**config.mk**
```make
export PLATFORM = sky130hd
export DESIGN_NAME = tdm_rx_port_misc_config
export DESIGN_NICKNAME = d
export VERILOG_FILES = /design/src/rtl/tdm_rx_port_misc_config.v
export VERILOG_INCLUDE_DIRS = /design/src /design/src/rtl
export SDC_FILE = /design/constraint.sdc
export NUM_CORES = 1
export LEC_CHECK = 0
export BUFFER_PORTS_ARGS = -buffer_cell sky130_fd_sc_hd__buf_2
export CORE_MARGIN = 5
export CORE_UTILIZATION = 34
export DETAILED_ROUTE_END_ITERATION = 6
export GPL_ROUTABILITY_DRIVEN = 0
export MAX_ROUTING_LAYER = met4
export PLACE_DENSITY_LB_ADDON = 0.12
export RECOVER_POWER = 100
export SYNTH_ARGS = -nofsm -noshare
export SYNTH_HDL_FRONTEND = slang
export SYNTH_SLANG_ARGS = --single-unit
```
**constraint.sdc**
```tcl
create_clock -name clk -period 12.8 [get_ports clk]
set_clock_uncertainty 0.2 [all_clocks]
set_input_delay 1.28 -clock clk [delete_from_list [all_inputs] [get_ports clk]]
set_output_delay 1.28 -clock clk [all_outputs]
set_load 0.05 [all_outputs]
```
**src/rtl/tdm_rx_defs.vh**
```
// What this block does
// - over-current retry resumes after timer when enabled
// - over-temperature retry resumes after timer when enabled
// - feedback from amp output or sense input
// - safe mode adds fixed 18 dB attenuation
// - shutdown pin: timed (00b) or immediate (01b)
// - shutdown delay 2/4/6/23.8 ms, reset 10b
// - rising volume steps 0.5 dB per 1/4/8 samples
// - broadcast address also answered when enabled
// - address re-detect bit clears itself
// - output polarity invert when bit set
// - switching lock to audio clocks beats spread spectrum
// - rate family bit: 48k (0) or 44.1k (1), reported only while the lock bit is set
// - auto rate detect active when bit is 0
// - bus rate 100b single, 101b double, reset 100b
// - frame starts rising (0) or falling (1) edge
// - sample left or right justified in slot
// - slot 0 starts offset bit clocks after frame
// - capture on rising (0) or falling (1) edge
// - sense word length 16/12/8 bits
// - channel select: address slot, left, right, downmix
// - word length 16/20/24/32 bits, reset 10b
// - slot length 16/24/32 bits
`ifndef TDM_RX_DEFS_VH
`define TDM_RX_DEFS_VH

// ------------------------------------------------------------
// register offsets
// ------------------------------------------------------------
`define MISC1_ADDR 8'h06
`define MISC2_ADDR 8'h07
`define PCFG0_ADDR 8'h08
`define PCFG1_ADDR 8'h09
`define PCFG2_ADDR 8'h0A

// ------------------------------------------------------------
// reset values and writable masks
// ------------------------------------------------------------
`define MISC1_RST 8'h00
`define MISC2_RST 8'h20
`define PCFG0_RST 8'h09
`define PCFG1_RST 8'h02
`define PCFG2_RST 8'h0A
`define MISC1_WMASK 8'hFC
`define PCFG1_WMASK 8'h7F

// ------------------------------------------------------------
// field positions
// ------------------------------------------------------------
`define OC_RETRY_BIT 5
`define OT_RETRY_BIT 4
`define FB_SEL_BIT 3
`define SAFE_BIT 2
`define SD_MODE_HI 7
`define SD_MODE_LO 6
`define SD_DLY_HI 5
`define SD_DLY_LO 4
`define RAMP_HI 3
`define RAMP_LO 2
`define BCAST_BIT 1
`define REDET_BIT 0
`define INV_BIT 7
`define LOCK_BIT 6
`define FAMILY_BIT 5
`define AUTO_BIT 4
`define RATE_HI 3
`define RATE_LO 1
`define FSPOL_BIT 0
`define JUST_BIT 6
`define OFFS_HI 5
`define OFFS_LO 1
`define EDGE_BIT 0
`define SENSE_HI 7
`define SENSE_LO 6
`define CHSEL_HI 5
`define CHSEL_LO 4
`define WLEN_HI 3
`define WLEN_LO 2
`define SLEN_HI 1
`define SLEN_LO 0

// ------------------------------------------------------------
// codes and fixed values
// ------------------------------------------------------------
`define SD_IMMEDIATE 2'b01
`define RAMP_OFF 2'b11
`define CH_ADDR 2'b00
`define CH_LEFT 2'b01
`define CH_RIGHT 2'b10
`define CH_MIX 2'b11
`define SAFE_ATTN_DB 5'd18
`define BCAST_ADDR 7'h40
`define LEFT_SLOT 6'd0
`define RIGHT_SLOT 6'd1

// ------------------------------------------------------------
// timing
// ------------------------------------------------------------
`define CLK_MHZ 40
`define SD_T0_US 2000
`define SD_T1_US 4000
`define SD_T2_US 6000
`define SD_T3_US 23800
`define RETRY_US 1000
`define RATE_SPLIT_CYC 12'd625

`endif

```
**src/rtl/tdm_rx_port_misc_config.v**
```verilog
`timescale 1ns/1ps
`include "tdm_rx_defs.vh"

module tdm_rx_port_misc_config
#(
  parameter SD_CYC0 = `SD_T0_US * `CLK_MHZ,
  parameter SD_CYC1 = `SD_T1_US * `CLK_MHZ,
  parameter SD_CYC2 = `SD_T2_US * `CLK_MHZ,
  parameter SD_CYC3 = `SD_T3_US * `CLK_MHZ,
  parameter RETRY_CYC = `RETRY_US * `CLK_MHZ
)
(
  input wire clk,
  input wire sys_rst,
  input wire [7:0] reg_addr,
  input wire [7:0] reg_wdata,
  input wire reg_wr,
  input wire reg_rd,
  output reg [7:0] reg_rdata,
  input wire serial_bit_clock,
  input wire frame_sync,
  input wire serial_data,
  input wire shutdown_pin_n,
  input wire overcurrent_event,
  input wire overtemp_event,
  input wire spread_spectrum_request,
  input wire [6:0] own_address,
  input wire [6:0] bus_target_address,
  input wire [2:0] address_offset,
  input wire [7:0] volume_target,
  input wire sample_ready,
  output reg sample_valid,
  output reg [31:0] sample_data,
  output reg sample_overflow,
  output wire address_match,
  output wire address_redetect,
  output wire overcurrent_shutdown,
  output wire overtemp_shutdown,
  output wire post_filter_feedback_select,
  output wire [4:0] safe_attenuation_db,
  output wire output_polarity_invert,
  output wire switching_clock_lock,
  output wire spread_spectrum_active,
  output wire rate_family_44k1,
  output wire auto_rate_active,
  output wire double_rate_active,
  output wire [4:0] sense_word_bits,
  output reg amp_shutdown,
  output reg [7:0] volume_now
);

  // ------------------------------------------------------------
  // helpers
  // ------------------------------------------------------------
  function [5:0] slot_bits;
    input [1:0] code;
    begin
      case (code)
        2'b00: slot_bits = 6'd16;
        2'b01: slot_bits = 6'd24;
        default: slot_bits = 6'd32;
      endcase
    end
  endfunction

  function [5:0] word_bits;
    input [1:0] code;
    begin
      case (code)
        2'b00: word_bits = 6'd16;
        2'b01: word_bits = 6'd20;
        2'b10: word_bits = 6'd24;
        default: word_bits = 6'd32;
      endcase
    end
  endfunction

  // ------------------------------------------------------------
  // register file
  // ------------------------------------------------------------
  reg [7:0] misc1_r;
  reg [7:0] misc2_r;
  reg [7:0] pcfg0_r;
  reg [7:0] pcfg1_r;
  reg [7:0] pcfg2_r;
  wire wr_misc2;
  wire redet_nxt;

  assign wr_misc2 = reg_wr && (reg_addr == `MISC2_ADDR);
  // self clearing request
  // a fresh write of 1 in the clearing cycle wins
  assign redet_nxt = wr_misc2 & reg_wdata[`REDET_BIT];

  // writes; reserved read-only bits never store
  always @(posedge clk or posedge sys_rst)
  begin
    if (sys_rst)
    begin
      misc1_r <= `MISC1_RST;
      misc2_r <= `MISC2_RST;
      pcfg0_r <= `PCFG0_RST;
      pcfg1_r <= `PCFG1_RST;
      pcfg2_r <= `PCFG2_RST;
    end
    else
    begin
      misc2_r[`REDET_BIT] <= redet_nxt;
      if (reg_wr && reg_addr == `MISC1_ADDR)
        misc1_r <= reg_wdata & `MISC1_WMASK;
      if (wr_misc2)
        misc2_r[7:1] <= reg_wdata[7:1];
      if (reg_wr && reg_addr == `PCFG0_ADDR)
        pcfg0_r <= reg_wdata;
      if (reg_wr && reg_addr == `PCFG1_ADDR)
        pcfg1_r <= reg_wdata & `PCFG1_WMASK;
      if (reg_wr && reg_addr == `PCFG2_ADDR)
        pcfg2_r <= reg_wdata;
    end
  end

  // read data registered one cycle after reg_rd
  always @(posedge clk or posedge sys_rst)
  begin
    if (sys_rst)
      reg_rdata <= 8'h00;
    else if (reg_rd)
    begin
      case (reg_addr)
        `MISC1_ADDR: reg_rdata <= misc1_r;
        `MISC2_ADDR: reg_rdata <= misc2_r;
        `PCFG0_ADDR: reg_rdata <= pcfg0_r;
        `PCFG1_ADDR: reg_rdata <= pcfg1_r;
        `PCFG2_ADDR: reg_rdata <= pcfg2_r;
        default: reg_rdata <= 8'h00;
      endcase
    end
  end

  // ------------------------------------------------------------
  // static controls
  // ------------------------------------------------------------
  // feedback source
  assign post_filter_feedback_select = misc1_r[`FB_SEL_BIT];
  assign safe_attenuation_db = misc1_r[`SAFE_BIT] ? `SAFE_ATTN_DB : 5'd0;
  assign output_polarity_invert = pcfg0_r[`INV_BIT];
  assign switching_clock_lock = pcfg0_r[`LOCK_BIT];
  assign spread_spectrum_active = spread_spectrum_request & ~pcfg0_r[`LOCK_BIT];
  assign rate_family_44k1 = pcfg0_r[`LOCK_BIT] & pcfg0_r[`FAMILY_BIT];
  assign auto_rate_active = ~pcfg0_r[`AUTO_BIT];
  assign address_match = (bus_target_address == own_address) ||
    (misc2_r[`BCAST_BIT] && bus_target_address == `BCAST_ADDR);
  assign address_redetect = misc2_r[`REDET_BIT];
  // sense word width; reserved code reads as 16
  assign sense_word_bits = (pcfg2_r[`SENSE_HI:`SENSE_LO] == 2'b01) ? 5'd12 :
    (pcfg2_r[`SENSE_HI:`SENSE_LO] == 2'b10) ? 5'd8 : 5'd16;

  // ------------------------------------------------------------
  // pin synchronisers
  // ------------------------------------------------------------
  reg [3:0] pin_s1_r;
  reg [3:0] pin_s2_r;
  reg [1:0] pin_prev_r;
  reg [2:0] warm_r;
  wire bclk_rise;
  wire bclk_fall;
  wire fs_rise;
  wire fs_fall;
  wire frame_start;
  wire cap_edge;

  always @(posedge clk or posedge sys_rst)
  begin
    if (sys_rst)
    begin
      pin_s1_r <= 4'hF;
      pin_s2_r <= 4'hF;
      pin_prev_r <= 2'h3;
      warm_r <= 3'b000;
    end
    else
    begin
      warm_r <= {warm_r[1:0], 1'b1};
      pin_s1_r <= {shutdown_pin_n, serial_data, frame_sync, serial_bit_clock};
      pin_s2_r <= pin_s1_r;
      pin_prev_r <= pin_s2_r[1:0];
    end
  end

  // edges masked until the pipe holds real pin levels, no false edge after reset
  assign bclk_rise = warm_r[2] & pin_s2_r[0] & ~pin_prev_r[0];
  assign bclk_fall = warm_r[2] & ~pin_s2_r[0] & pin_prev_r[0];
  assign fs_rise = warm_r[2] & pin_s2_r[1] & ~pin_prev_r[1];
  assign fs_fall = warm_r[2] & ~pin_s2_r[1] & pin_prev_r[1];
  assign frame_start = pcfg0_r[`FSPOL_BIT] ? fs_fall : fs_rise;
  assign cap_edge = pcfg1_r[`EDGE_BIT] ? bclk_fall : bclk_rise;

  // ------------------------------------------------------------
  // slot timing and sample extraction
  // ------------------------------------------------------------
  reg [4:0] off_cnt_r;
  reg [5:0] bit_cnt_r;
  reg [5:0] slot_cnt_r;
  reg in_frame_r;
  reg [31:0] shift_r;
  reg [31:0] left_r;
  wire [4:0] off_b;
  wire [5:0] bit_b;
  wire [5:0] slot_b;
  wire [5:0] slen;
  wire [5:0] wlen;
  wire [5:0] win_lo;
  wire [6:0] win_hi;
  wire in_win;
  wire [31:0] shift_nxt;
  wire [31:0] aligned;
  wire slot_end;
  wire [5:0] mono_slot;
  wire [1:0] chsel;
  wire [32:0] mix_sum;
  reg push;
  reg [31:0] push_data;
  wire in_frame_r_eff;

  // a frame edge restarts counting, even in the same cycle as a capture
  assign off_b = frame_start ? 5'd0 : off_cnt_r;
  assign bit_b = frame_start ? 6'd0 : bit_cnt_r;
  assign slot_b = frame_start ? 6'd0 : slot_cnt_r;
  // slot length; reserved code treated as 32
  assign slen = slot_bits(pcfg2_r[`SLEN_HI:`SLEN_LO]);
  // word length clipped to the slot
  assign wlen = (word_bits(pcfg2_r[`WLEN_HI:`WLEN_LO]) > slen) ? slen :
    word_bits(pcfg2_r[`WLEN_HI:`WLEN_LO]);
  // window at slot start or slot end
  assign win_lo = pcfg1_r[`JUST_BIT] ? (slen - wlen) : 6'd0;
  assign win_hi = {1'b0, win_lo} + {1'b0, wlen};
  assign in_win = (bit_b >= win_lo) && ({1'b0, bit_b} < win_hi);
  assign shift_nxt = in_win ? {shift_r[30:0], pin_s2_r[2]} : shift_r;
  assign aligned = shift_nxt << (6'd32 - wlen);
  assign slot_end = (bit_b == slen - 6'd1);
  assign mono_slot = {3'b000, address_offset};
  assign chsel = pcfg2_r[`CHSEL_HI:`CHSEL_LO];
  assign mix_sum = {left_r[31], left_r} + {aligned[31], aligned};

  // choose which finished slot goes out
  always @*
  begin
    push = 1'b0;
    push_data = aligned;
    if (in_frame_r_eff && cap_edge && off_b >= pcfg1_r[`OFFS_HI:`OFFS_LO] && slot_end)
    begin
      case (chsel)
        `CH_ADDR: push = (slot_b == mono_slot);
        `CH_LEFT: push = (slot_b == `LEFT_SLOT);
        `CH_RIGHT: push = (slot_b == `RIGHT_SLOT);
        default:
        begin
          push = (slot_b == `RIGHT_SLOT);
          push_data = mix_sum[32:1];
        end
      endcase
    end
  end

  assign in_frame_r_eff = in_frame_r | frame_start;

  // offset then slot and bit counters
  always @(posedge clk or posedge sys_rst)
  begin
    if (sys_rst)
    begin
      off_cnt_r <= 5'd0;
      bit_cnt_r <= 6'd0;
      slot_cnt_r <= 6'd0;
      in_frame_r <= 1'b0;
      shift_r <= 32'h00000000;
      left_r <= 32'h00000000;
    end
    else
    begin
      if (frame_start)
      begin
        in_frame_r <= 1'b1;
        off_cnt_r <= 5'd0;
        bit_cnt_r <= 6'd0;
        slot_cnt_r <= 6'd0;
        shift_r <= 32'h00000000;
      end
      if (in_frame_r_eff && cap_edge)
      begin
        if (off_b < pcfg1_r[`OFFS_HI:`OFFS_LO])
          off_cnt_r <= off_b + 5'd1;
        else
        begin
          off_cnt_r <= off_b;
          shift_r <= slot_end ? 32'h00000000 : shift_nxt;
          bit_cnt_r <= slot_end ? 6'd0 : bit_b + 6'd1;
          if (slot_end && slot_b != 6'h3F)
            slot_cnt_r <= slot_b + 6'd1;
          // left half of the downmix waits for the right slot
          if (slot_end && slot_b == `LEFT_SLOT)
            left_r <= aligned;
        end
      end
    end
  end

  // ------------------------------------------------------------
  // two-entry output buffer; the link cannot stall, so a full
  // buffer drops the new word and flags it
  // ------------------------------------------------------------
  reg [31:0] spare_r;
  reg spare_v_r;
  wire pop;

  assign pop = sample_valid & sample_ready;

  always @(posedge clk or posedge sys_rst)
  begin
    if (sys_rst)
    begin
      sample_valid <= 1'b0;
      sample_data <= 32'h00000000;
      spare_r <= 32'h00000000;
      spare_v_r <= 1'b0;
      sample_overflow <= 1'b0;
    end
    else
    begin
      sample_overflow <= push & sample_valid & spare_v_r & ~pop;
      if (pop)
      begin
        sample_valid <= spare_v_r | push;
        sample_data <= spare_v_r ? spare_r : push_data;
        spare_r <= push_data;
        spare_v_r <= spare_v_r & push;
      end
      else if (push && !sample_valid)
      begin
        sample_valid <= 1'b1;
        sample_data <= push_data;
      end
      else if (push && !spare_v_r)
      begin
        spare_r <= push_data;
        spare_v_r <= 1'b1;
      end
    end
  end

  // ------------------------------------------------------------
  // rate detection from frame period
  // ------------------------------------------------------------
  reg [11:0] period_cnt_r;
  reg fast_seen_r;

  always @(posedge clk or posedge sys_rst)
  begin
    if (sys_rst)
    begin
      period_cnt_r <= 12'd0;
      fast_seen_r <= 1'b0;
    end
    else if (frame_start)
    begin
      period_cnt_r <= 12'd0;
      fast_seen_r <= (period_cnt_r < `RATE_SPLIT_CYC);
    end
    else if (period_cnt_r != 12'hFFF)
      period_cnt_r <= period_cnt_r + 12'd1;
  end

  // programmed rate used when detection is off
  assign double_rate_active = auto_rate_active ? fast_seen_r :
    (pcfg0_r[`RATE_HI:`RATE_LO] == 3'b101);

  // ------------------------------------------------------------
  // fault retry timers
  // ------------------------------------------------------------
  wire [1:0] fault_in;
  wire [1:0] retry_en;
  wire [1:0] fault_hold;

  assign fault_in = {overtemp_event, overcurrent_event};
  assign retry_en = {misc1_r[`OT_RETRY_BIT], misc1_r[`OC_RETRY_BIT]};

  genvar gi;
  generate
    for (gi = 0; gi < 2; gi = gi + 1)
    begin : retry_gen
      reg hold_r;
      reg [31:0] cnt_r;
      // a new event restarts the wait; without retry the fault stays
      always @(posedge clk or posedge sys_rst)
      begin
        if (sys_rst)
        begin
          hold_r <= 1'b0;
          cnt_r <= 32'd0;
        end
        else if (fault_in[gi])
        begin
          hold_r <= 1'b1;
          cnt_r <= 32'd0;
        end
        else if (hold_r && retry_en[gi])
        begin
          if (cnt_r >= RETRY_CYC - 1)
            hold_r <= 1'b0;
          else
            cnt_r <= cnt_r + 32'd1;
        end
      end
      assign fault_hold[gi] = hold_r;
    end
  endgenerate

  assign overcurrent_shutdown = fault_hold[0];
  assign overtemp_shutdown = fault_hold[1];

  // ------------------------------------------------------------
  // shutdown pin handling
  // ------------------------------------------------------------
  reg [31:0] sd_cnt_r;
  reg [31:0] sd_limit;

  always @*
  begin
    case (misc2_r[`SD_DLY_HI:`SD_DLY_LO])
      2'b00: sd_limit = SD_CYC0;
      2'b01: sd_limit = SD_CYC1;
      2'b10: sd_limit = SD_CYC2;
      default: sd_limit = SD_CYC3;
    endcase
  end

  // immediate or timed; reserved codes act as timed
  always @(posedge clk or posedge sys_rst)
  begin
    if (sys_rst)
    begin
      amp_shutdown <= 1'b0;
      sd_cnt_r <= 32'd0;
    end
    else if (pin_s2_r[3])
    begin
      amp_shutdown <= 1'b0;
      sd_cnt_r <= 32'd0;
    end
    else if (misc2_r[`SD_MODE_HI:`SD_MODE_LO] == `SD_IMMEDIATE)
      amp_shutdown <= 1'b1;
    else if (sd_cnt_r >= sd_limit - 1)
      amp_shutdown <= 1'b1;
    else
      sd_cnt_r <= sd_cnt_r + 32'd1;
  end

  // ------------------------------------------------------------
  // volume ramp, one step per 1, 4 or 8 frames when rising
  // ------------------------------------------------------------
  reg [2:0] ramp_cnt_r;
  reg [2:0] ramp_last;

  always @*
  begin
    case (misc2_r[`RAMP_HI:`RAMP_LO])
      2'b00: ramp_last = 3'd0;
      2'b01: ramp_last = 3'd3;
      default: ramp_last = 3'd7;
    endcase
  end

  // falling and disabled ramps jump straight to target
  always @(posedge clk or posedge sys_rst)
  begin
    if (sys_rst)
    begin
      volume_now <= 8'h00;
      ramp_cnt_r <= 3'd0;
    end
    else if (volume_target <= volume_now || misc2_r[`RAMP_HI:`RAMP_LO] == `RAMP_OFF)
    begin
      volume_now <= volume_target;
      ramp_cnt_r <= 3'd0;
    end
    else if (frame_start)
    begin
      if (ramp_cnt_r >= ramp_last)
      begin
        volume_now <= volume_now + 8'd1;
        ramp_cnt_r <= 3'd0;
      end
      else
        ramp_cnt_r <= ramp_cnt_r + 3'd1;
    end
  end

endmodule

```
Word level (Yosys, flattened, before mapping)
Cells that the tools add are included.
{"block": "classes", "shifts": 1, "bitwise": 26, "n_eq_ne": 30, "reduce_logical": 45, "muxes": 70, "magnitude_cmp": 11, "addsub": 15}
{"operator": "two-way mux 32 bit", "n": 22}
{"operator": "adder 32 x 1 -> 32 bit, second input constant", "n": 3}
{"operator": ">= comparator 32 x 16 -> 1 bit, second input constant", "n": 2}
{"operator": "two-way mux 6 bit", "n": 10}
{"operator": "one-hot mux 20 bit (3 select lines)", "n": 1}
{"operator": "one-hot mux 8 bit (5 select lines)", "n": 1}
{"operator": "adder 32 x 32 -> 33 bit", "n": 1}
{"operator": ">= comparator 32 bit", "n": 1}
{"operator": "left shift 32 x 6 -> 32 bit", "n": 1}
{"operator": "subtractor 32 x 1 -> 32 bit, second input constant", "n": 1}
{"operator": "two-way mux 5 bit", "n": 6}
{"operator": "equality test 8 x 4 -> 1 bit, second input constant", "n": 3}
{"operator": "two-way mux 12 bit", "n": 2}
{"operator": "two-way mux 8 bit", "n": 3}
{"operator": "two-way mux 1 bit", "n": 18}
{"operator": "one-hot mux 6 bit (3 select lines)", "n": 1}
{"operator": "nonzero test 2 bit", "n": 9}
{"operator": "AND 1 bit", "n": 16}
{"operator": "equality test 8 x 3 -> 1 bit, second input constant", "n": 2}
{"operator": "logical AND 1 bit", "n": 16}
{"operator": "equality test 2 x 1 -> 1 bit, second input constant", "n": 7}
{"operator": "AND reduction 2 bit", "n": 7}
{"operator": "adder 12 x 1 -> 12 bit, second input constant", "n": 1}
{"operator": "adder 6 x 1 -> 6 bit, second input constant", "n": 2}
{"operator": "other kinds (38)", "n": 62}
{"block": "word_totals", "elab_cells": 230, "output_inout_bits": 72, "reg_bits": 330, "in_bits": 53}

Depth between registers and ports, before layout
Gate-level depths: netlist of run 1.
{"block": "logic_depth", "depth_word": 17, "depth_mapped": 40, "ltp_nobuf": 35}

Least setup slack after synthesis of run 1
Ideal clock, no wire load.
{"block": "synth_path", "path_type": "reg-to-reg", "from": "reg pcfg2_r[3]", "to": "reg spare_r[25]", "setup_time_ns": 0.125, "slack_ns": 4.649, "t_required_ns": 12.475, "synth_period_minus_slack_ns": 8.151, "path_stages_with_launch": 36, "path_buffers": 5, "t_arrival_ns": 7.826, "cell_sequence": "dfstp_2 -> and2_1 -> ha_1 -> nor2b_1 -> nor3_2 -> buf_2 -> buf_1 -> fa_1 -> nand2b_1 -> inv_1 -> ha_1 -> a21o_1 -> a21oi_1 -> xor2_1 -> ha_1 -> and2_1 -> a221oi_1 -> o22ai_2 -> nor2_4 -> buf_6 -> buf_8 -> mux2i_2 -> mux2i_1 -> and2_1 -> ha_1 -> clkbuf_1 -> a2111o_1 -> a31oi_1 -> nor4_1 -> nor4bb_1 -> nor3b_1 -> a21o_1 -> a21boi_0 -> xnor2_1 -> a21oi_1 -> mux2_2"}
{"block": "synth_via", "elab_chain_cells": 17, "elab_cells_between_ends": 21, "classes_between": "add/sub (4); order compare (3); eq/ne (2); shift (1); mux (9); reduce/logical (2)"}
{"item": "from (decl)", "line_no": "tdm_rx_port_misc_config.v:85", "rtl": "reg [7:0] pcfg2_r;"}
{"item": "from (signal assigned)", "line_no": "tdm_rx_port_misc_config.v:103", "rtl": "pcfg2_r <= `PCFG2_RST;"}
{"item": "from (signal assigned)", "line_no": "tdm_rx_port_misc_config.v:117", "rtl": "pcfg2_r <= reg_wdata;"}
{"item": "equality test 2 bit, or another cell as far along", "line_no": "tdm_rx_port_misc_config.v:69", "rtl": "case (code)"}
{"item": "one-hot mux 6 bit (3 select lines) (*)", "line_no": "tdm_rx_port_misc_config.v:69"}
{"item": "greater-than comparator 6 bit", "line_no": "tdm_rx_port_misc_config.v:231", "rtl": "assign wlen = (word_bits(pcfg2_r[`WLEN_HI:`WLEN_LO]) > slen) ? slen :"}
{"item": "two-way mux 6 bit (*)", "line_no": "tdm_rx_port_misc_config.v:231"}
{"item": "subtractor 6 bit", "line_no": "tdm_rx_port_misc_config.v:234", "rtl": "assign win_lo = pcfg1_r[`JUST_BIT] ? (slen - wlen) : 6'd0;"}
{"item": "two-way mux 6 bit", "line_no": "tdm_rx_port_misc_config.v:234"}
{"item": "adder 6 x 6 -> 7 bit", "line_no": "tdm_rx_port_misc_config.v:235", "rtl": "assign win_hi = {1'b0, win_lo} + {1'b0, wlen};"}
{"item": "< comparator 6 x 7 -> 1 bit", "line_no": "tdm_rx_port_misc_config.v:236", "rtl": "assign in_win = (bit_b >= win_lo) && ({1'b0, bit_b} < win_hi);"}
{"item": "[2 not listed]"}
{"item": "left shift 32 x 6 -> 32 bit (*)", "line_no": "tdm_rx_port_misc_config.v:238", "rtl": "assign aligned = shift_nxt << (6'd32 - wlen);"}
{"item": "named net aligned[4]", "line_no": "tdm_rx_port_misc_config.v:215", "rtl": "wire [31:0] aligned;"}
{"item": "adder 32 x 32 -> 33 bit (*)", "line_no": "tdm_rx_port_misc_config.v:242", "rtl": "assign mix_sum = {left_r[31], left_r} + {aligned[31], aligned};"}
{"item": "two-way mux 32 bit (*)", "line_no": "tdm_rx_port_misc_config.v:251", "rtl": "case (chsel)"}
{"item": "two-way mux 32 bit (*)", "line_no": "tdm_rx_port_misc_config.v:249", "rtl": "if (in_frame_r_eff && cap_edge && off_b >= pcfg1_r[`OFFS_HI:`OFFS_LO] && slot_end)"}
{"item": "two-way mux 32 bit", "line_no": "tdm_rx_port_misc_config.v:342", "rtl": "else if (push && !spare_v_r)"}
{"item": "two-way mux 32 bit", "line_no": "tdm_rx_port_misc_config.v:337", "rtl": "else if (push && !sample_valid)"}
{"item": "two-way mux 32 bit (*)", "line_no": "tdm_rx_port_misc_config.v:330", "rtl": "if (pop)"}
{"item": "to (signal assigned)", "line_no": "tdm_rx_port_misc_config.v:334", "rtl": "spare_r <= push_data;"}
{"item": "to (signal assigned)", "line_no": "tdm_rx_port_misc_config.v:344", "rtl": "spare_r <= push_data;"}
{"item": "to (decl)", "line_no": "tdm_rx_port_misc_config.v:311", "rtl": "reg [31:0] spare_r;"}
Mark *: on every way through the listed nets, which the timed path passes. The rest lies on a longest branch. The select of a mux whose other input is x is not followed.
A chain may end at the register's enable or synchronous reset.

Worst setup path in the final report of run 1
{"block": "layout_path", "from": "reg pcfg2_r[1]", "to": "reg spare_r[30]"}
{"block": "layout_via", "elab_chain_cells": 17, "elab_cells_between_ends": 29, "classes_between": "add/sub (5); order compare (3); eq/ne (3); shift (1); mux (10); reduce/logical (7)"}
{"item": "equality test 2 x 1 -> 1 bit / zero test 2 bit (equally long branches)", "line_no": "tdm_rx_port_misc_config.v:58", "rtl": "case (code)"}
{"item": "one-hot mux 6 bit (2 select lines) (*)", "line_no": "tdm_rx_port_misc_config.v:58"}
{"item": "greater-than comparator 6 bit", "line_no": "tdm_rx_port_misc_config.v:231"}
{"item": "two-way mux 6 bit", "line_no": "tdm_rx_port_misc_config.v:231"}
{"item": "subtractor 6 bit", "line_no": "tdm_rx_port_misc_config.v:234"}
{"item": "two-way mux 6 bit", "line_no": "tdm_rx_port_misc_config.v:234"}
{"item": "adder 6 x 6 -> 7 bit", "line_no": "tdm_rx_port_misc_config.v:235"}
{"item": "< comparator 6 x 7 -> 1 bit", "line_no": "tdm_rx_port_misc_config.v:236"}
{"item": "[2 not listed]"}
{"item": "left shift 32 x 6 -> 32 bit (*)", "line_no": "tdm_rx_port_misc_config.v:238"}
{"item": "named net aligned[7]", "line_no": "tdm_rx_port_misc_config.v:215"}
{"item": "adder 32 x 32 -> 33 bit (*)", "line_no": "tdm_rx_port_misc_config.v:242"}
{"item": "two-way mux 32 bit (*)", "line_no": "tdm_rx_port_misc_config.v:251"}
{"item": "two-way mux 32 bit (*)", "line_no": "tdm_rx_port_misc_config.v:249"}
{"item": "two-way mux 32 bit", "line_no": "tdm_rx_port_misc_config.v:342"}
{"item": "two-way mux 32 bit", "line_no": "tdm_rx_port_misc_config.v:337"}
{"item": "two-way mux 32 bit (*)", "line_no": "tdm_rx_port_misc_config.v:330"}
Marks and branches as above.

==> results.json, run 1 <==
{
  "failed_checks": "max-capacitance violations, max-slew violations",
  "area_growth_syn_to_layout_pct": 13.3,
  "num_rows": 87,
  "ant_nets": 0,
  "crit_type": "reg -> reg",
  "grt_pass1_wl_mm": 84.0,
  "drive_gt1_share_pct": 11.7,
  "tns_ns": 0,
  "critPathLaunch": "pcfg2_r[1]$_DFFE_PP1P_",
  "cp-start-kind": "flop",
  "vias": 15100,
  "synthArstFlopShare_pct": 100,
  "slew_headroom_pct": -203,
  "grt-ovfl-total": 0,
  "drt_iter0_drc": 832,
  "fin_ws_ns": 2.77,
  "fin_crit_ns": 10.03,
  "clock-sinks": 330,
  "viasPerCell": 5.27,
  "post_cts.repair.setup_buffers": 0,
  "synth-main-ff-cell": "dfrtp_1",
  "r2r-start": "pcfg2_r[1]$_DFFE_PP1P_",
  "power_density_mw_per_mm2": 128,
  "yosysSeqAreaShare_pct": 43.1,
  "fin_crit_sh_pct": 78.4,
  "slew_viol_final": 364,
  "worstMarginPinSlew_ns": 4.52,
  "clkTransAtPathRegs_ns": 0.06,
  "h-tree-depth": 2,
  "synthesis.area_mm2": 0.0192,
  "cp_data_required_time_ns": 13.06,
  "dieArea_mm2": 0.0613,
  "fillers": 5722,
  "core-area_mm2": 0.0562,
  "io_buffers": 119,
  "grtUsageTotal_pct": 17.4,
  "setup_viol": 0,
  "hp-start": "warm_r[0]$_DFF_PP0_",
  "crit_path_top_delay_cell": "nor2_4",
  "clk_latency_ns": 0.57,
  "wire_per_inst_um": 18.2,
  "maxCapViolations": 4,
  "regArea_mm2": 0.00828,
  "ir_drop_mv": 0.127,
  "ys_warn_count": 0,
  "root_buffer": "clkbuf_16",
  "synth_edf_count": 0,
  "hold_violations": 0,
  "start_util_pct": 34.2,
  "total_power_w": 0.00278,
  "top_level_ports": 125,
  "ys_types": 107,
  "antenna_found_initial": 4,
  "synthCells": 1987,
  "grt_pass1_vias": 15200,
  "status": "finished with violations",
  "clockBufferDepth": 3,
  "die_h_um": 248,
  "grt_max_degree": 165,
  "cts_inserted_buffers": 42,
  "rsz0062_at_grt": "false",
  "drc": 0,
  "tritoncts": "done",
  "post-place-ws_ns": 3.26,
  "ys_ff_latch": 330,
  "die_w_um": 248,
  "timing.fmax_mhz": 99.7,
  "nNetsFinal": 2229,
  "multi_input_area_mm2": 0.0101,
  "dr.pass1.iters": 5,
  "cts_resized": 0,
  "hold_buffers": 0,
  "hpwl_mm": 37.1,
  "max_stage_delay_ns": 0.87,
  "worstPathArrival_ns": 10.29,
  "routed_wl_mm": 52.1,
  "end_kind": "flop",
  "avgSynthCellArea_um2": 9.66,
  "leakage_nw": 9.83,
  "hp-class": "reg -> reg",
  "path_max_fanout": 42
}
-- cell usage after synthesis, types with 16 or more instances --
cell type | count | area share (%)
mux2i_1 | 49 | 2.6
o21a_1 | 17 | 0.67
or3_1 | 19 | 0.62
nand2_1 | 182 | 3.6
o22ai_1 | 29 | 0.95
xor2_1 | 41 | 1.9
dfstp_2 | 16 | 2.2
and3_1 | 25 | 0.82
nor3_1 | 30 | 0.78
nand2b_1 | 17 | 0.55
xnor2_1 | 59 | 2.7
o21ai_0 | 104 | 2.7
ha_1 | 96 | 6.3
nand4_1 | 40 | 1.3
nor2b_1 | 34 | 1.1
mux2_2 | 79 | 4.6
a21o_1 | 24 | 0.94
a22o_1 | 29 | 1.3
dfrtp_1 | 314 | 41
nor4_1 | 23 | 0.75
inv_1 | 84 | 1.6
nand3_1 | 51 | 1.3
clkbuf_1 | 56 | 1.1
nor2_1 | 181 | 3.5
a21oi_1 | 126 | 3.3
-- logic make-up (layout without fill, tap and decap cells) --
group	Yosys count	count (layout)	synth area share [%]
simple gates	659	659	16.9
compound gates	481	481	16.7
flops	330	330	43.1
buf+inv	176	295	3.86
mux	140	140	8.26
xor+xnor	100	100	4.56
fa+ha+maj	99	99	6.57
other cells	2	10	0.0391
-- layout make-up --
type	instances	share of cell area (%)
multi-input combinational	1485	46.5
tap	756	4.35
inverter	86	1.49
clock inverter	19	1.24
antenna	4	0.0461
timing repair buffer	132	2.69
sequential	330	38.1
clock buffer	58	5.62
-- layer usage --
| layer | wire length (um) | track usage, % | vias to the layer above |
|---|---|---|---|
| met3 | 2610 | 3.69 | 102 |
| met4 | 1710 | 5.42 | 0 |
| met1 | 24000 | 23.2 | 7367 |
| met5 | 0 | - | - |
| li1 | - | - | 7328 |
| met2 | 23800 | 26.8 | 335 |
-- per-stage QoR --
step                      util (%)  cell area (um2)  hold slack (ns)  cells
after global placement        36.5            20500            0.135   2789
after global routing          38.7            21700            0.143   2870
after detailed placement      36.5            20500            0.137   2789
after CTS                     39.1            22000            0.141   2866
after floorplan                  -            19200            0.131   1991
final                         38.7            21700            0.141   2870
-- path summary, 6_finish.rpt --
kind	end	slack [ns]	cells past startpoint
max in group asynchronous	reg_rdata[7]$_DFFE_PP0P_	5.01	3
worst min register to register	warm_r[1]$_DFF_PP0_	0.14	0
worst max-delay path	spare_r[30]$_DFFE_PP0P_	2.77	33
worst min-delay path	warm_r[1]$_DFF_PP0_	0.14	0
worst max register to register	spare_r[30]$_DFFE_PP0P_	2.77	33
min in group asynchronous	sd_cnt_r[5]$_DFFE_PP0P_	1.87	2
-- placed cells by master (no fill, tap or decap), types with 43 or more instances in the layout --
cell type  synthesis  routed
a21oi_1          126     128
buf_2             15      47
clkbuf_1          56      82
clkbuf_16          0      43
dfrtp_1          314     314
ha_1              96      96
inv_1             84      83
mux2_2            79      76
mux2i_1           49      52
nand2_1          182     182
nand3_1           51      51
nor2_1           181     181
o21ai_0          104     113
xnor2_1           59      59
-- critical path: cells and delay by family (launching register included) --
kind / cells / cell delay, ns
mux: 4 / 1.60
buf+inv: 6 / 1.23
compound gates: 7 / 2.51
fa+ha+maj: 4 / 0.97
flops: 1 / 0.65
simple gates: 10 / 2.39
xor+xnor: 2 / 0.37
-- flip-flops by register name, indices dropped and copies added (netlist names), 7 cells and up --
register,cells
retry_gen.cnt_r,64
sd_cnt_r,32
volume_now,8
sample_data,32
pcfg1_r,7
pcfg0_r,8
shift_r,32
reg_rdata,8
period_cnt_r,12
left_r,32
spare_r,32
misc2_r,8
pcfg2_r,8
-- report_power, final --
part           total (W)  leakage, nW  internal (W)  switching (W)
sequential       0.00114         4.42       0.00109      0.0000433
combinational   0.000379         4.68      0.000106       0.000273
clock            0.00127        0.736      0.000791       0.000478
Power figures use the tool's default switching activity.
==> inputs of run 2 (changes only) <==
==> constraint.sdc (replaced) <==
create_clock -name clk -period 9.54 [get_ports clk]
set_clock_uncertainty 0.2 [all_clocks]
set_input_delay 0.954 -clock clk [delete_from_list [all_inputs] [get_ports clk]]
set_output_delay 0.954 -clock clk [all_outputs]
set_load 0.05 [all_outputs]
==> results.json, run 2 (synthesis gave the netlist of run 1 again) <==
{
  "dieArea_mm2": 0.0613,
  "seqPwrFrac_pct": 42.6,
  "drt_iter0_drc": 938,
  "path_max_fanout": 20,
  "nNetsFinal": 2238,
  "end_kind": "flop",
  "area_growth_syn_to_layout_pct": 13.3,
  "p_clk_share_pct": 43.0,
  "clock-sinks": 330,
  "wire_per_inst_um": 18.2,
  "antenna_found_initial": 0,
  "fillers": 5735,
  "drc": 0,
  "routed_wl_mm": 52.2,
  "dp_cells": 2795,
  "hp-start": "warm_r[0]$_DFF_PP0_",
  "dr.pass1.iters": 5,
  "max_stage_delay_ns": 0.58,
  "worstPathArrival_ns": 9.22,
  "grt-ovfl-total": 0,
  "final_cell_mix": "314 x dfrtp_1, 182 x nand2_1, 181 x nor2_1",
  "crit_type": "reg -> reg",
  "ir_drop_mv": 0.127,
  "core-area_mm2": 0.0562,
  "hpwl_mm": 37.5,
  "hold_violations": 0,
  "worstRegToRegCells": 33,
  "die_w_um": 248,
  "slew_viol_final": 221,
  "setup_viol": 0,
  "vias": 15100,
  "rsz0062_at_grt": "false",
  "fin_crit_ns": 8.97,
  "clockBufferDepth": 3,
  "r2r-start": "pcfg2_r[3]$_DFFE_PP1P_",
  "grtUsageTotal_pct": 17.5,
  "maxCapViolations": 3,
  "power_density_mw_per_mm2": 165,
  "fin_cells": 2875,
  "cts_inserted_buffers": 41,
  "multi_input_area_mm2": 0.0102,
  "clk_latency_ns": 0.57,
  "r2r_slack_ns": 0.57,
  "timing.fmax_mhz": 112,
  "p_sw_w": 0.00106,
  "grt_pass1_wl_mm": 84.7,
  "hp-class": "reg -> reg",
  "crit_path_top_delay_cell": "mux4_2",
  "start_util_pct": 34.2,
  "ant_nets": 0,
  "fin_crit_sh_pct": 94.0,
  "viasPerCell": 5.24,
  "p_sw_share_pct": 29.6,
  "grt_pass1_vias": 15300,
  "regArea_mm2": 0.00828,
  "leakage_nw": 9.76,
  "status": "finished with violations",
  "combPwrFrac_pct": 14.4,
  "critPathLaunch": "pcfg2_r[3]$_DFFE_PP1P_",
  "crit_end": "spare_r[27]$_DFFE_PP0P_",
  "tritoncts": "done",
  "power.internal_w": 0.00252,
  "reg2reg_to": "spare_r[27]$_DFFE_PP0P_",
  "largest_reg_flops": 64,
  "cp_data_required_time_ns": 9.79,
  "root_buffer": "clkbuf_16",
  "largest_register": "retry_gen.cnt_r",
  "worstMarginPinSlew_ns": 5.71,
  "io_buffers": 119,
  "drive_gt1_share_pct": 12.4,
  "die_h_um": 248,
  "final_common_cell": "dfrtp_1",
  "h-tree-depth": 2,
  "grt_max_degree": 119,
  "critPathMostFrequentCell": "ha_1",
  "clkTransAtPathRegs_ns": 0.06,
  "num_rows": 87,
  "top_level_ports": 125,
  "cp-start-kind": "flop",
  "tns_ns": 0,
  "slew_headroom_pct": -281,
  "failed_checks": "max-capacitance violations, max-slew violations"
}
==> run 2: per-stage QoR <==
step / setup slack [ns] / total power (W) / area [um2] / utilization [%] / hold slack [ns]
floorplan: 1.39 / 0.00194 / 19200 / - / 0.131
global placement: 0.580 / 0.00208 / 20500 / 36.5 / 0.133
detailed placement: 0.541 / 0.00208 / 20500 / 36.5 / 0.136
CTS: 0.494 / 0.00366 / 21800 / 38.9 / 0.149
global route: 0.000131 / 0.00376 / 21700 / 38.7 / 0.153
finish: 0.573 / 0.00358 / 21700 / 38.7 / 0.147
==> run 2: what timing repair did <==
action / 4_1_cts / 5_1_grt
hold buffers: 0 / 0
setup buffers: 0 / 4
endpoints found under the setup margin: 0 / 9
resized for setup: 0 / 1
==> run 2: worst min-delay path by stage <==
stage / to / slack [ns] / cells after the start
after floorplan: warm_r[1]$_DFF_PP0_ / 0.13 / 0
after global placement: warm_r[2]$_DFF_PP0_ / 0.13 / 0
after detailed placement: warm_r[1]$_DFF_PP0_ / 0.14 / 0
after CTS: warm_r[1]$_DFF_PP0_ / 0.15 / 0
after global routing: warm_r[1]$_DFF_PP0_ / 0.15 / 0
final: warm_r[1]$_DFF_PP0_ / 0.15 / 0
==> run 2: layout make-up <==
class / instances / area share, %
inverters: 86 / 1.49
multi-input cells: 1485 / 46.8
clock inverters: 17 / 0.766
clock buffers: 57 / 5.32
well taps: 756 / 4.35
flip-flops and latches: 330 / 38.1
diodes: 2 / 0.0230
repair buffers: 142 / 3.15
==> run 2: power by group through the flow <==
stage / Sequential (W) / Clock [W] / Combinational, W
floorplan: 0.00166 / 0 / 0.000281
CTS: 0.00153 / 0.00160 / 0.000534
detailed placement: 0.00155 / 0 / 0.000532
finish: 0.00152 / 0.00154 / 0.000514
global placement: 0.00155 / 0 / 0.000527
global route: 0.00153 / 0.00165 / 0.000569
==> run 2: worst max-delay path: cells and delay by family (launching register included) <==
| family | cells | cell delay [ns] |
|---|---|---|
| buffers and inverters | 4 | 0.69 |
| AND/OR/NAND/NOR | 9 | 1.91 |
| AO/OA/AOI/OAI | 11 | 2.75 |
| adder cells (fa/ha/maj) | 5 | 1.57 |
| multiplexers | 2 | 0.86 |
| XOR/XNOR | 2 | 0.31 |
| flip-flops | 1 | 0.57 |
==> run 2: per-layer routing <==
metal / wire [um] / track usage, % / share of wire, %
met5: 0 / - / 0
met4: 1360 / 4.81 / 2.6
met3: 2470 / 3.32 / 4.7
met2: 23900 / 27.2 / 46
met1: 24500 / 23.7 / 47
==> inputs of run 3 (changes only) <==
==> constraint.sdc (replaced) <==
create_clock -name clk -period 8.5 [get_ports clk]
set_clock_uncertainty 0.2 [all_clocks]
set_input_delay 0.85 -clock clk [delete_from_list [all_inputs] [get_ports clk]]
set_output_delay 0.85 -clock clk [all_outputs]
set_load 0.05 [all_outputs]
==> results.json, run 3 (synthesis gave the netlist of run 1 again) <==
{
  "largest_reg_flops": 64,
  "worstPathArrival_ns": 8.26,
  "root_buffer": "clkbuf_16",
  "power_density_mw_per_mm2": 188,
  "end_kind": "flop",
  "largest_register": "retry_gen.cnt_r",
  "cp-start-kind": "flop",
  "clock-sinks": 330,
  "post-place-ws_ns": 0.117,
  "fin_cells": 2888,
  "fin_crit_ns": 8.06,
  "clockBufferDepth": 3,
  "viasPerCell": 5.27,
  "grtUsageTotal_pct": 17.5,
  "hold_buffers": 0,
  "drive_gt1_share_pct": 13.6,
  "grt-ovfl-total": 0,
  "num_rows": 87,
  "cp_data_required_time_ns": 8.70,
  "failed_checks": "max-capacitance violations, max-slew violations",
  "hp-class": "reg -> reg",
  "maxCapViolations": 5,
  "leakage_nw": 9.90,
  "grt_pass1_wl_mm": 84.8,
  "antenna_found_initial": 2,
  "r2r-start": "pcfg2_r[3]$_DFFE_PP1P_",
  "area_growth_syn_to_layout_pct": 14.5,
  "hold_violations": 0,
  "crit_type": "reg -> reg",
  "ant_nets": 0,
  "max_stage_delay_ns": 0.74,
  "ir_drop_mv": 0.146,
  "whs_endpoint": "warm_r[2]$_DFF_PP0_",
  "dieArea_mm2": 0.0613,
  "fin_ws_ns": 0.442,
  "vias": 15200,
  "hp-start": "warm_r[1]$_DFF_PP0_",
  "top_level_ports": 125,
  "r2r_slack_ns": 0.44,
  "nNetsFinal": 2252,
  "setup_viol": 0,
  "die_h_um": 248,
  "drt_iter0_drc": 817,
  "path_max_fanout": 19,
  "critPathMostFrequentCell": "ha_1",
  "final_common_cell": "dfrtp_1",
  "h-tree-depth": 2,
  "total_power_w": 0.00413,
  "slew_headroom_pct": -170,
  "timing.fmax_mhz": 124,
  "clk_latency_ns": 0.56,
  "hpwl_mm": 37.5,
  "routed_wl_mm": 52.7,
  "reg2reg_to": "spare_r[26]$_DFFE_PP0P_",
  "drc": 0,
  "dp_cells": 2810,
  "hold_depth": 0,
  "crit_path_top_delay_cell": "a2111oi_2",
  "die_w_um": 248,
  "worstMarginPinSlew_ns": 4.06,
  "cts_inserted_buffers": 41,
  "io_buffers": 119,
  "status": "finished with violations",
  "wire_per_inst_um": 18.2,
  "grt_max_degree": 157,
  "critPathLaunch": "pcfg2_r[3]$_DFFE_PP1P_",
  "slew_viol_final": 374,
  "clkTransAtPathRegs_ns": 0.06,
  "core-area_mm2": 0.0562,
  "dr.pass1.iters": 5,
  "tritoncts": "done",
  "final_cell_mix": "314 x dfrtp_1, 182 x nand2_1, 181 x nor2_1",
  "fin_crit_sh_pct": 94.8,
  "worstRegToRegCells": 32,
  "grt_pass1_vias": 15200,
  "start_util_pct": 34.2
}
[run 3: changes by cell type in the layout (fill, tap and decap cells not counted), sizes merged]
cell           change
clkdlybuf4s25      -1
diode              -1
buf               +12
clkinv             +1
bufinv             +4
clkinvlp           -3
clkbuf             +1
[run 3: worst max path at each step]
stage	to
finish	spare_r[26]$_DFFE_PP0P_
global route	spare_r[27]$_DFFE_PP0P_
CTS	spare_r[25]$_DFFE_PP0P_
detailed placement	spare_r[25]$_DFFE_PP0P_
global placement	spare_r[25]$_DFFE_PP0P_
floorplan	spare_r[25]$_DFFE_PP0P_
[run 3: repair_timing]
action | CTS | global route
setup endpoints to repair | 0 | 36
buffers inserted | 0 | 3
gates resized for setup | 0 | 17
[run 3: layer usage]
metal  global-route usage (%)  vias up  routed length (um)
met5                        -        -                   0
met4                     5.24        0                1480
met3                     2.95       98                2490
li1                         -     7357                   -
met1                     23.7     7403               24600
met2                     27.1      358               24100
[run 3: cell type report]
type	instances	area, um2
Antenna cell	1	2.50
Clock buffer	55	1150
Clock inverter	19	265
Fill cell	5688	34200
Inverter	86	324
Multi-Input combinational cell	1485	10200
Sequential cell	330	8280
Tap cell	756	946
Timing Repair Buffer	156	769
[run 3: critical path: cells and delay by family (launching register included)]
kind | cells | cell delay (ns)
DFF | 1 | 0.57
muxes | 2 | 0.59
adders and majority gates | 5 | 1.49
xor gates and xnor gates | 2 | 0.29
and+or+nand+nor | 7 | 1.12
AOI/OAI and AO/OA | 11 | 2.76
buffers and inverters | 5 | 0.88
[run 3: metrics by stage]
step	hold WS (ns)	setup TNS (ns)	util [%]	instance area, um2
global placement	0.134	0	36.7	20600
floorplan	0.131	0	-	19200
global route	0.155	-0.0125	39.1	22000
detailed placement	0.143	0	36.7	20600
CTS	0.150	0	39.3	22100
finish	0.149	0	39.1	22000
[run 3: report_power, final]
| part | internal, W | switching (W) | leakage (nW) |
|---|---|---|---|
| registers | 0.00164 | 0.0000659 | 4.42 |
| clock network | 0.00113 | 0.000704 | 0.695 |
| logic | 0.000166 | 0.000413 | 4.79 |
